===== src/ubi_params.svh =====
// offsets, field positions, sticky mask of the bridge interrupt logic
`ifndef UBI_PARAMS_SVH
`define UBI_PARAMS_SVH
`define UBI_OFS_STATUS 12'h000
`define UBI_OFS_ENABLE 12'h004
`define UBI_OFS_SWRST 12'h020
`define UBI_ADDR_MSB 11
`define UBI_ADDR_LSB 2
`define UBI_BIT_EP_RERR 29
`define UBI_BIT_DMA_RD 25
`define UBI_BIT_CORE_RD 24
`define UBI_BIT_MR_BUSERR 23
`define UBI_BIT_MR_FIFO 22
`define UBI_BIT_MR_DONE 21
`define UBI_BIT_MW_BUSERR 20
`define UBI_BIT_MW_TOUT 19
`define UBI_BIT_MW_DONE 18
`define UBI_BIT_MW_ADDR 17
`define UBI_BIT_BRST_END 10
`define UBI_BIT_BRST 9
`define UBI_BIT_SUSP 8
`define UBI_STICKY_MASK 32'h23fe0700
`define UBI_ZERO32 32'h00000000
`define UBI_MIRROR_W 8
`endif


===== src/ubi_pkg.sv =====
// types of the bridge interrupt logic
package ubi_pkg;
  typedef struct packed {
    logic [31:0] status;
    logic [31:0] enable;
    logic core_brst_q;
    logic core_susp_q;
    logic mr_fifo_full_q;
    logic irq;
    logic pready;
    logic pslverr;
    logic [31:0] prdata;
  } ubi_state_t;
endpackage


===== src/ubi_irq_logic.sv =====
// interrupt status and enable registers of the usb bridge
// ----------------------------------------------------------------
// How it works
// - write path common-bus endpoint access sets error
// - dma register read done sets flag
// - core register read or write done
// - read path bus error sets flag
// - read fifo leaving full sets flag
// - read path transfer end sets flag
// - write path bus error sets flag
// - write path timeout sets flag
// - write path transfer end sets flag
// - rx data while write disabled sets flag
// - core bus reset falling sets flag
// - core bus reset rising sets flag
// - any suspend indicator change sets flag
// - low eight bits mirror core flags
// - enable bits gate sources onto irq
// - status latches regardless of enable
// - no enables for mirrored low bits
// - enable bits writable, reset zero, rest reserved
// - write one clears sticky status bits
// - enables survive software reset
// ----------------------------------------------------------------
//
// Implementation choice: the APB register port.
`timescale 1ns/1ns
`include "ubi_params.svh"
module ubi_irq_logic
  import ubi_pkg::*;
(
  // clock, reset, enable
  input wire logic i_clk_sys,
  input wire logic i_rst_b,
  input wire logic i_clk_en,
  // register bus slave
  input wire logic i_psel,
  input wire logic i_penable,
  input wire logic i_pwrite,
  input wire logic [31:0] i_paddr,
  input wire logic [31:0] i_pwdata,
  output logic [31:0] o_prdata,
  output logic o_pready,
  output logic o_pslverr,
  // transfer path events, one-cycle pulses except read fifo full, a level
  input wire logic i_mw_ep_common_access,
  input wire logic i_dma_reg_rd_done,
  input wire logic i_core_reg_rd_done,
  input wire logic i_core_reg_wr_done,
  input wire logic i_mr_bus_error,
  input wire logic i_mr_fifo_full,
  input wire logic i_mr_done,
  input wire logic i_mw_bus_error,
  input wire logic i_mw_timeout,
  input wire logic i_mw_done,
  input wire logic i_mw_rx_data_while_off,
  // core levels
  input wire logic i_core_bus_reset,
  input wire logic i_core_suspend,
  input wire logic [7:0] i_core_irq_flags,
  input wire logic i_soft_reset,
  // interrupt
  output logic o_combined_irq
);
  ubi_state_t st;
  ubi_state_t next_st;
  logic [31:0] evt;
  logic acc;
  logic wr_en;
  logic wr_st;
  logic wr_swr;
  logic [31:0] next_status_lo;
  logic [31:0] clr_req;
  logic srst_req;
  logic [31:0] irq_hits;

  function automatic logic is_reg(input logic [31:0] a, input logic [11:0] ofs);
    is_reg = (a[`UBI_ADDR_MSB:`UBI_ADDR_LSB] == ofs[`UBI_ADDR_MSB:`UBI_ADDR_LSB]);
  endfunction

  // set beats a same-cycle clear, so an event that races a
  // write-one-clear or a soft reset is never lost
  function automatic logic sticky_next(
    input logic held,
    input logic hit,
    input logic clr,
    input logic srst
  );
    logic kept;
    kept = held && !clr && !srst;
    sticky_next = kept || hit;
  endfunction

  // a plain read/write bit, left alone by both soft reset paths
  function automatic logic enable_next(
    input logic held,
    input logic wr,
    input logic d
  );
    enable_next = wr ? d : held;
  endfunction

  always_comb begin
    next_st = st;
    evt = `UBI_ZERO32;
    next_status_lo = `UBI_ZERO32;
    acc = i_psel && i_penable && !st.pready;
    wr_en = acc && i_pwrite && is_reg(i_paddr, `UBI_OFS_ENABLE);
    wr_st = acc && i_pwrite && is_reg(i_paddr, `UBI_OFS_STATUS);
    wr_swr = acc && i_pwrite && is_reg(i_paddr, `UBI_OFS_SWRST);
    // -------------------------------------------------------------
    // event capture
    // -------------------------------------------------------------
    // level inputs are compared with last cycle's copy to find edges
    evt[`UBI_BIT_EP_RERR] = i_mw_ep_common_access;
    evt[`UBI_BIT_DMA_RD] = i_dma_reg_rd_done;
    evt[`UBI_BIT_CORE_RD] = i_core_reg_rd_done || i_core_reg_wr_done;
    evt[`UBI_BIT_MR_BUSERR] = i_mr_bus_error;
    evt[`UBI_BIT_MR_FIFO] = st.mr_fifo_full_q && !i_mr_fifo_full;
    evt[`UBI_BIT_MR_DONE] = i_mr_done;
    evt[`UBI_BIT_MW_BUSERR] = i_mw_bus_error;
    evt[`UBI_BIT_MW_TOUT] = i_mw_timeout;
    evt[`UBI_BIT_MW_DONE] = i_mw_done;
    evt[`UBI_BIT_MW_ADDR] = i_mw_rx_data_while_off;
    evt[`UBI_BIT_BRST_END] = st.core_brst_q && !i_core_bus_reset;
    evt[`UBI_BIT_BRST] = !st.core_brst_q && i_core_bus_reset;
    evt[`UBI_BIT_SUSP] = st.core_susp_q ^ i_core_suspend;
    next_st.core_brst_q = i_core_bus_reset;
    next_st.core_susp_q = i_core_suspend;
    next_st.mr_fifo_full_q = i_mr_fifo_full;
    // -------------------------------------------------------------
    // status: set wins over write-one clear and over soft reset
    // -------------------------------------------------------------
    // a write-one-clear only reaches the sticky positions
    clr_req = `UBI_ZERO32;
    if (wr_st) begin
      clr_req = i_pwdata & `UBI_STICKY_MASK;
    end
    // software reset by pin or by register write, enables untouched
    srst_req = i_soft_reset || (wr_swr && i_pwdata[0]);

    next_status_lo[`UBI_BIT_EP_RERR] = sticky_next(
      st.status[`UBI_BIT_EP_RERR],
      evt[`UBI_BIT_EP_RERR],
      clr_req[`UBI_BIT_EP_RERR],
      srst_req
    );

    next_status_lo[`UBI_BIT_DMA_RD] = sticky_next(
      st.status[`UBI_BIT_DMA_RD],
      evt[`UBI_BIT_DMA_RD],
      clr_req[`UBI_BIT_DMA_RD],
      srst_req
    );

    next_status_lo[`UBI_BIT_CORE_RD] = sticky_next(
      st.status[`UBI_BIT_CORE_RD],
      evt[`UBI_BIT_CORE_RD],
      clr_req[`UBI_BIT_CORE_RD],
      srst_req
    );

    next_status_lo[`UBI_BIT_MR_BUSERR] = sticky_next(
      st.status[`UBI_BIT_MR_BUSERR],
      evt[`UBI_BIT_MR_BUSERR],
      clr_req[`UBI_BIT_MR_BUSERR],
      srst_req
    );

    next_status_lo[`UBI_BIT_MR_FIFO] = sticky_next(
      st.status[`UBI_BIT_MR_FIFO],
      evt[`UBI_BIT_MR_FIFO],
      clr_req[`UBI_BIT_MR_FIFO],
      srst_req
    );

    next_status_lo[`UBI_BIT_MR_DONE] = sticky_next(
      st.status[`UBI_BIT_MR_DONE],
      evt[`UBI_BIT_MR_DONE],
      clr_req[`UBI_BIT_MR_DONE],
      srst_req
    );

    next_status_lo[`UBI_BIT_MW_BUSERR] = sticky_next(
      st.status[`UBI_BIT_MW_BUSERR],
      evt[`UBI_BIT_MW_BUSERR],
      clr_req[`UBI_BIT_MW_BUSERR],
      srst_req
    );

    next_status_lo[`UBI_BIT_MW_TOUT] = sticky_next(
      st.status[`UBI_BIT_MW_TOUT],
      evt[`UBI_BIT_MW_TOUT],
      clr_req[`UBI_BIT_MW_TOUT],
      srst_req
    );

    next_status_lo[`UBI_BIT_MW_DONE] = sticky_next(
      st.status[`UBI_BIT_MW_DONE],
      evt[`UBI_BIT_MW_DONE],
      clr_req[`UBI_BIT_MW_DONE],
      srst_req
    );

    next_status_lo[`UBI_BIT_MW_ADDR] = sticky_next(
      st.status[`UBI_BIT_MW_ADDR],
      evt[`UBI_BIT_MW_ADDR],
      clr_req[`UBI_BIT_MW_ADDR],
      srst_req
    );

    next_status_lo[`UBI_BIT_BRST_END] = sticky_next(
      st.status[`UBI_BIT_BRST_END],
      evt[`UBI_BIT_BRST_END],
      clr_req[`UBI_BIT_BRST_END],
      srst_req
    );

    next_status_lo[`UBI_BIT_BRST] = sticky_next(
      st.status[`UBI_BIT_BRST],
      evt[`UBI_BIT_BRST],
      clr_req[`UBI_BIT_BRST],
      srst_req
    );

    next_status_lo[`UBI_BIT_SUSP] = sticky_next(
      st.status[`UBI_BIT_SUSP],
      evt[`UBI_BIT_SUSP],
      clr_req[`UBI_BIT_SUSP],
      srst_req
    );

    // latched whatever the enable says
    next_st.status = next_status_lo;
    // mirror bits are live copies, never stored as sticky
    next_st.status[`UBI_MIRROR_W-1:0] = i_core_irq_flags;
    // -------------------------------------------------------------
    // enable register, untouched by soft reset
    // -------------------------------------------------------------
    // reserved and mirror positions have no storage; they read 0
    next_st.enable[`UBI_BIT_EP_RERR] = enable_next(
      st.enable[`UBI_BIT_EP_RERR],
      wr_en,
      i_pwdata[`UBI_BIT_EP_RERR]
    );

    next_st.enable[`UBI_BIT_DMA_RD] = enable_next(
      st.enable[`UBI_BIT_DMA_RD],
      wr_en,
      i_pwdata[`UBI_BIT_DMA_RD]
    );

    next_st.enable[`UBI_BIT_CORE_RD] = enable_next(
      st.enable[`UBI_BIT_CORE_RD],
      wr_en,
      i_pwdata[`UBI_BIT_CORE_RD]
    );

    next_st.enable[`UBI_BIT_MR_BUSERR] = enable_next(
      st.enable[`UBI_BIT_MR_BUSERR],
      wr_en,
      i_pwdata[`UBI_BIT_MR_BUSERR]
    );

    next_st.enable[`UBI_BIT_MR_FIFO] = enable_next(
      st.enable[`UBI_BIT_MR_FIFO],
      wr_en,
      i_pwdata[`UBI_BIT_MR_FIFO]
    );

    next_st.enable[`UBI_BIT_MR_DONE] = enable_next(
      st.enable[`UBI_BIT_MR_DONE],
      wr_en,
      i_pwdata[`UBI_BIT_MR_DONE]
    );

    next_st.enable[`UBI_BIT_MW_BUSERR] = enable_next(
      st.enable[`UBI_BIT_MW_BUSERR],
      wr_en,
      i_pwdata[`UBI_BIT_MW_BUSERR]
    );

    next_st.enable[`UBI_BIT_MW_TOUT] = enable_next(
      st.enable[`UBI_BIT_MW_TOUT],
      wr_en,
      i_pwdata[`UBI_BIT_MW_TOUT]
    );

    next_st.enable[`UBI_BIT_MW_DONE] = enable_next(
      st.enable[`UBI_BIT_MW_DONE],
      wr_en,
      i_pwdata[`UBI_BIT_MW_DONE]
    );

    next_st.enable[`UBI_BIT_MW_ADDR] = enable_next(
      st.enable[`UBI_BIT_MW_ADDR],
      wr_en,
      i_pwdata[`UBI_BIT_MW_ADDR]
    );

    next_st.enable[`UBI_BIT_BRST_END] = enable_next(
      st.enable[`UBI_BIT_BRST_END],
      wr_en,
      i_pwdata[`UBI_BIT_BRST_END]
    );

    next_st.enable[`UBI_BIT_BRST] = enable_next(
      st.enable[`UBI_BIT_BRST],
      wr_en,
      i_pwdata[`UBI_BIT_BRST]
    );

    next_st.enable[`UBI_BIT_SUSP] = enable_next(
      st.enable[`UBI_BIT_SUSP],
      wr_en,
      i_pwdata[`UBI_BIT_SUSP]
    );

    // -------------------------------------------------------------
    // combined interrupt, one cycle behind status
    // -------------------------------------------------------------
    // each source gated by its own enable; unused positions stay zero
    irq_hits = `UBI_ZERO32;
    irq_hits[`UBI_BIT_EP_RERR] = st.status[`UBI_BIT_EP_RERR] && st.enable[`UBI_BIT_EP_RERR];
    irq_hits[`UBI_BIT_DMA_RD] = st.status[`UBI_BIT_DMA_RD] && st.enable[`UBI_BIT_DMA_RD];
    irq_hits[`UBI_BIT_CORE_RD] = st.status[`UBI_BIT_CORE_RD] && st.enable[`UBI_BIT_CORE_RD];
    irq_hits[`UBI_BIT_MR_BUSERR] = st.status[`UBI_BIT_MR_BUSERR] && st.enable[`UBI_BIT_MR_BUSERR];
    irq_hits[`UBI_BIT_MR_FIFO] = st.status[`UBI_BIT_MR_FIFO] && st.enable[`UBI_BIT_MR_FIFO];
    irq_hits[`UBI_BIT_MR_DONE] = st.status[`UBI_BIT_MR_DONE] && st.enable[`UBI_BIT_MR_DONE];
    irq_hits[`UBI_BIT_MW_BUSERR] = st.status[`UBI_BIT_MW_BUSERR] && st.enable[`UBI_BIT_MW_BUSERR];
    irq_hits[`UBI_BIT_MW_TOUT] = st.status[`UBI_BIT_MW_TOUT] && st.enable[`UBI_BIT_MW_TOUT];
    irq_hits[`UBI_BIT_MW_DONE] = st.status[`UBI_BIT_MW_DONE] && st.enable[`UBI_BIT_MW_DONE];
    irq_hits[`UBI_BIT_MW_ADDR] = st.status[`UBI_BIT_MW_ADDR] && st.enable[`UBI_BIT_MW_ADDR];
    irq_hits[`UBI_BIT_BRST_END] = st.status[`UBI_BIT_BRST_END] && st.enable[`UBI_BIT_BRST_END];
    irq_hits[`UBI_BIT_BRST] = st.status[`UBI_BIT_BRST] && st.enable[`UBI_BIT_BRST];
    irq_hits[`UBI_BIT_SUSP] = st.status[`UBI_BIT_SUSP] && st.enable[`UBI_BIT_SUSP];
    // mirrored flags are enabled inside the core, so they pass ungated
    next_st.irq = |irq_hits || |st.status[`UBI_MIRROR_W-1:0];
    // -------------------------------------------------------------
    // bus answer: one wait state, unmapped reads zero with error
    // -------------------------------------------------------------
    next_st.pready = acc;
    next_st.pslverr = 1'b0;
    next_st.prdata = `UBI_ZERO32;
    if (acc && !i_pwrite) begin
      if (is_reg(i_paddr, `UBI_OFS_STATUS)) begin
        next_st.prdata = st.status;
      end else if (is_reg(i_paddr, `UBI_OFS_ENABLE)) begin
        next_st.prdata = st.enable;
      end else if (is_reg(i_paddr, `UBI_OFS_SWRST)) begin
        next_st.prdata = `UBI_ZERO32;
      end else begin
        next_st.pslverr = 1'b1;
      end
    end else if (acc) begin
      next_st.pslverr = !(wr_en || wr_st || wr_swr);
    end
  end

  // one register stage for all state; a low clock enable holds every
  // bit, the bus answer included, so a stalled master sees no pulse
  always_ff @(posedge i_clk_sys or negedge i_rst_b) begin
    if (!i_rst_b) begin
      st <= '0;
    end else if (i_clk_en) begin
      st <= next_st;
    end
  end

  assign o_prdata = st.prdata;
  assign o_pready = st.pready;
  assign o_pslverr = st.pslverr;
  assign o_combined_irq = st.irq;
endmodule


===== config.mk =====
export PLATFORM = sky130hd
export DESIGN_NAME = ubi_irq_logic
export DESIGN_NICKNAME = d
export VERILOG_FILES = /design/src/ubi_pkg.sv /design/src/ubi_irq_logic.sv
export VERILOG_INCLUDE_DIRS = /design/src /design/src/src
export SDC_FILE = /design/constraint.sdc
export NUM_CORES = 1
export LEC_CHECK = 0
export ABC_AREA = 0
export BUFFER_PORTS_ARGS = -buffer_cell sky130_fd_sc_hd__buf_2
export CAP_MARGIN = 20
export CORE_MARGIN = 2
export CORE_UTILIZATION = 40
export CTS_CLUSTER_SIZE = 8
export DETAILED_ROUTE_END_ITERATION = 16
export PLACE_DENSITY = 0.77
export SKIP_LAST_GASP = 1
export SLEW_MARGIN = 20
export SYNTH_ARGS = -nofsm -noshare
export SYNTH_HDL_FRONTEND = slang
export SYNTH_SLANG_ARGS = --single-unit

===== constraint.sdc =====
create_clock -name i_clk_sys -period 2.5 [get_ports i_clk_sys]
set_input_delay 0.5 -clock i_clk_sys [delete_from_list [all_inputs] [get_ports i_clk_sys]]
set_output_delay 0.5 -clock i_clk_sys [all_outputs]
set_load 0.01 [all_outputs]

==> flow_summary.toml <==
[grt]
track_usage_pct = 17.8
grt_pass1_vias = 2187
grt_max_degree = 62
grt_overflow = 0
grt_pass1_wl_um = 11400
grt_antenna_before_repair = 0

[synthesis]
syn_inst = 253
syn_area_sq_um = 2950
synthTopCellsByCount = "dfrtp_1 (61), buf_4 (32), o21ai_0 (26)"
synth-async-reset-ratio_pct = 100
seq_area_frac_synth_pct = 51.8
synth_most_common_cell = "dfrtp_1"
synth_xor_area_share_pct = 0.297
avgSynthCellArea_sq_um = 11.6
yosys_register_bits = 61
ys_warn_count = 0
yosys-top-cells-area = "dfrtp_1 (52%), buf_4 (8.2%), mux2_4 (5.1%)"
synth_compound_area_share_pct = 15.0
muxShareOfSynthArea_pct = 10.1
synth.top_cell.area_share_pct = 51.8
synth_simple_gate_area_share_pct = 11.0
synth_top_family_by_area = "compound AO/OA/AOI/OAI gates"
synth.largest_area_cell = "dfrtp_1"
synthDistinctLibCells = 36
synthAdderAreaFrac_pct = 0
synth_edf_count = 0
synth_ff_type = "dfrtp_1"

[die]
initial_core_util_pct = 41.1
core_region_area_sq_um = 7180
placementRows = 31
chipHeight_um = 89.8
dieArea_sq_um = 8070
pin_count = 127
die_x_um = 89.8

[clock_network]
clock-root-buffer = "clkbuf_8"
post-cts-setup-buffers = 0
cts_resized = 0
numCtsBuffers = 9
cts_tree = "built"
insertion_delay_ns = 0.33
htree_levels = 3
hold_buffers = 0
clock-sinks = 61
path_clk_slew_ns = 0.07
cts.path.max_buffers = 2

[job]
drv_cap = 0

[sta]
skew_ns = 0.00609
hold_slack_ns = 0.169
finalSetupViolations = 0
clock.fmax_ghz = 0.536
slew_headroom_pct = 62.1
period_share_pct = 74.6
period_needed_ns = 1.86
grt_setup_unrepaired = "no"
worst_pin_slew_ns = 0.569
hold_violations = 0
maxSlewViolCount = 0
fin_tns_setup_ns = 0

[setup_path]
crit_required_ns = 2.71
critPathMaxStageDelay_ns = 0.61
cp-end-kind = "flip-flop"
slowest_stage = "or4_4"
cp_top_family = "simple AND/OR/NAND/NOR gates"
crit_buf_inv = 0
critical_path_class = "reg2reg"
path_cells = "and3b_1 > nand3b_1 > or4_4 > mux2_4"
crit_path_max_fanout = 13
crit_path_start_kind = "flip-flop"
cp_data_arrival_time_ns = 2.08

[final_layout]
num_antenna_cells = 0
drive_gt1_share_pct = 39.9
fin_cells = 412
num-fill-cells = 637
nNetsFinal = 400
fin_util_pct = 47.8
fin_area_sq_um = 3430
syn2layout_area_growth_pct = 16.3

[routing]
route.vias.total = 2179
ant_nets = 0
drc = 0
avgViaCountPerCell = 5.29
drt-initial-drc-count = 141
first_pass_iters = 4
drt-wirelength-per-cell_um = 16.7
routed_wl_um = 6870

[place]
dp_cells = 396
place_congestion = 0.760
dpl-instance-area_sq_um = 3230
hpwl_um = 4580
portBuffers = 75

[run_status]
status = "finished, final reports clean"

[power]
power_density_nw_per_um2 = 617
leakagePower_nw = 1.67
ir_drop_mv = 0.329

[hold_path]
hp-class = "in2async"
## routing by layer
metal  global-route usage (%)  vias to the layer above  part of all wire (%)
li1                         -                      998                     -
met1                     23.8                     1087                    45
met2                     27.3                       84                    46
met3                     5.87                       10                   7.3
met4                     6.54                        0                   1.8
met5                        0                        -                     0
## layout make-up
class	count	area [sq um]	area share, %
repair buffers	82	440	12.9
clock inverters	4	47.5	1.39
inverters	5	18.8	0.548
flip-flops and latches	61	1530	44.5
clock buffers	12	145	4.24
well taps	99	124	3.61
multi-input cells	149	1120	32.8
## final timing paths
kind,from,to,slack (ns),depth (start not counted)
max in group asynchronous,i_rst_b,st[92]$_DFFE_PN0P_,2.07,2
min in group i_clk_sys,i_mw_done,st[88]$_DFFE_PN0P_,0.37,3
hold / removal,i_rst_b,o_prdata[4]$_DFFE_PN0P_,0.17,2
hold reg to reg,st[37]$_DFFE_PN0P_,st[79]$_DFFE_PN0P_,0.46,1
setup / recovery,o_pready$_DFFE_PN0P_,st[61]$_DFFE_PN0P_,0.64,4
setup reg to reg,o_pready$_DFFE_PN0P_,st[61]$_DFFE_PN0P_,0.64,4
## cells by family (layout without fill, tap and decap cells)
| group | after synthesis | after routing |
|---|---|---|
| compound gates | 61 | 61 |
| buf+inv | 53 | 103 |
| simple gates | 53 | 53 |
| flops | 61 | 61 |
| xor+xnor | 1 | 1 |
| other cells | 1 | 11 |
| mux | 23 | 23 |
## report_power, final
part	internal, mW	switching, mW	total (mW)
combinational	0.0763	0.104	0.180
clock	0.485	0.378	0.863
sequential	1.03	0.0372	1.07
total	1.60	0.519	2.11
## cell usage in the layout (no fill, tap or decap), drive strengths merged, types with 2 or more instances in the layout
| cell type | instances |
|---|---|
| inv | 5 |
| o22ai | 2 |
| nor4 | 5 |
| nand2 | 12 |
| a22o | 11 |
| nand4 | 14 |
| conb | 11 |
| buf | 82 |
| mux2 | 23 |
| nand3b | 2 |
| dfrtp | 61 |
| a221o | 13 |
| nor2 | 2 |
| o21ai | 26 |
| clkinv | 2 |
| a221oi | 3 |
| nor2b | 13 |
| clkbuf | 12 |
## metrics by stage
stage                     worst slack [ns]  power, mW
after detailed placement             0.379       1.27
after CTS                            0.638       2.13
after global placement               0.393       1.26
after global routing                 0.574       2.20
after floorplan                      0.425       1.18
final                                0.635       2.11
## registers in the layout (all words and copies together), names as in the netlist
name,cells
st,37
o_prdata,21
o_combined_irq,1
o_pready,1
o_pslverr,1
Note: power is estimated with default switching activity, not from simulation.
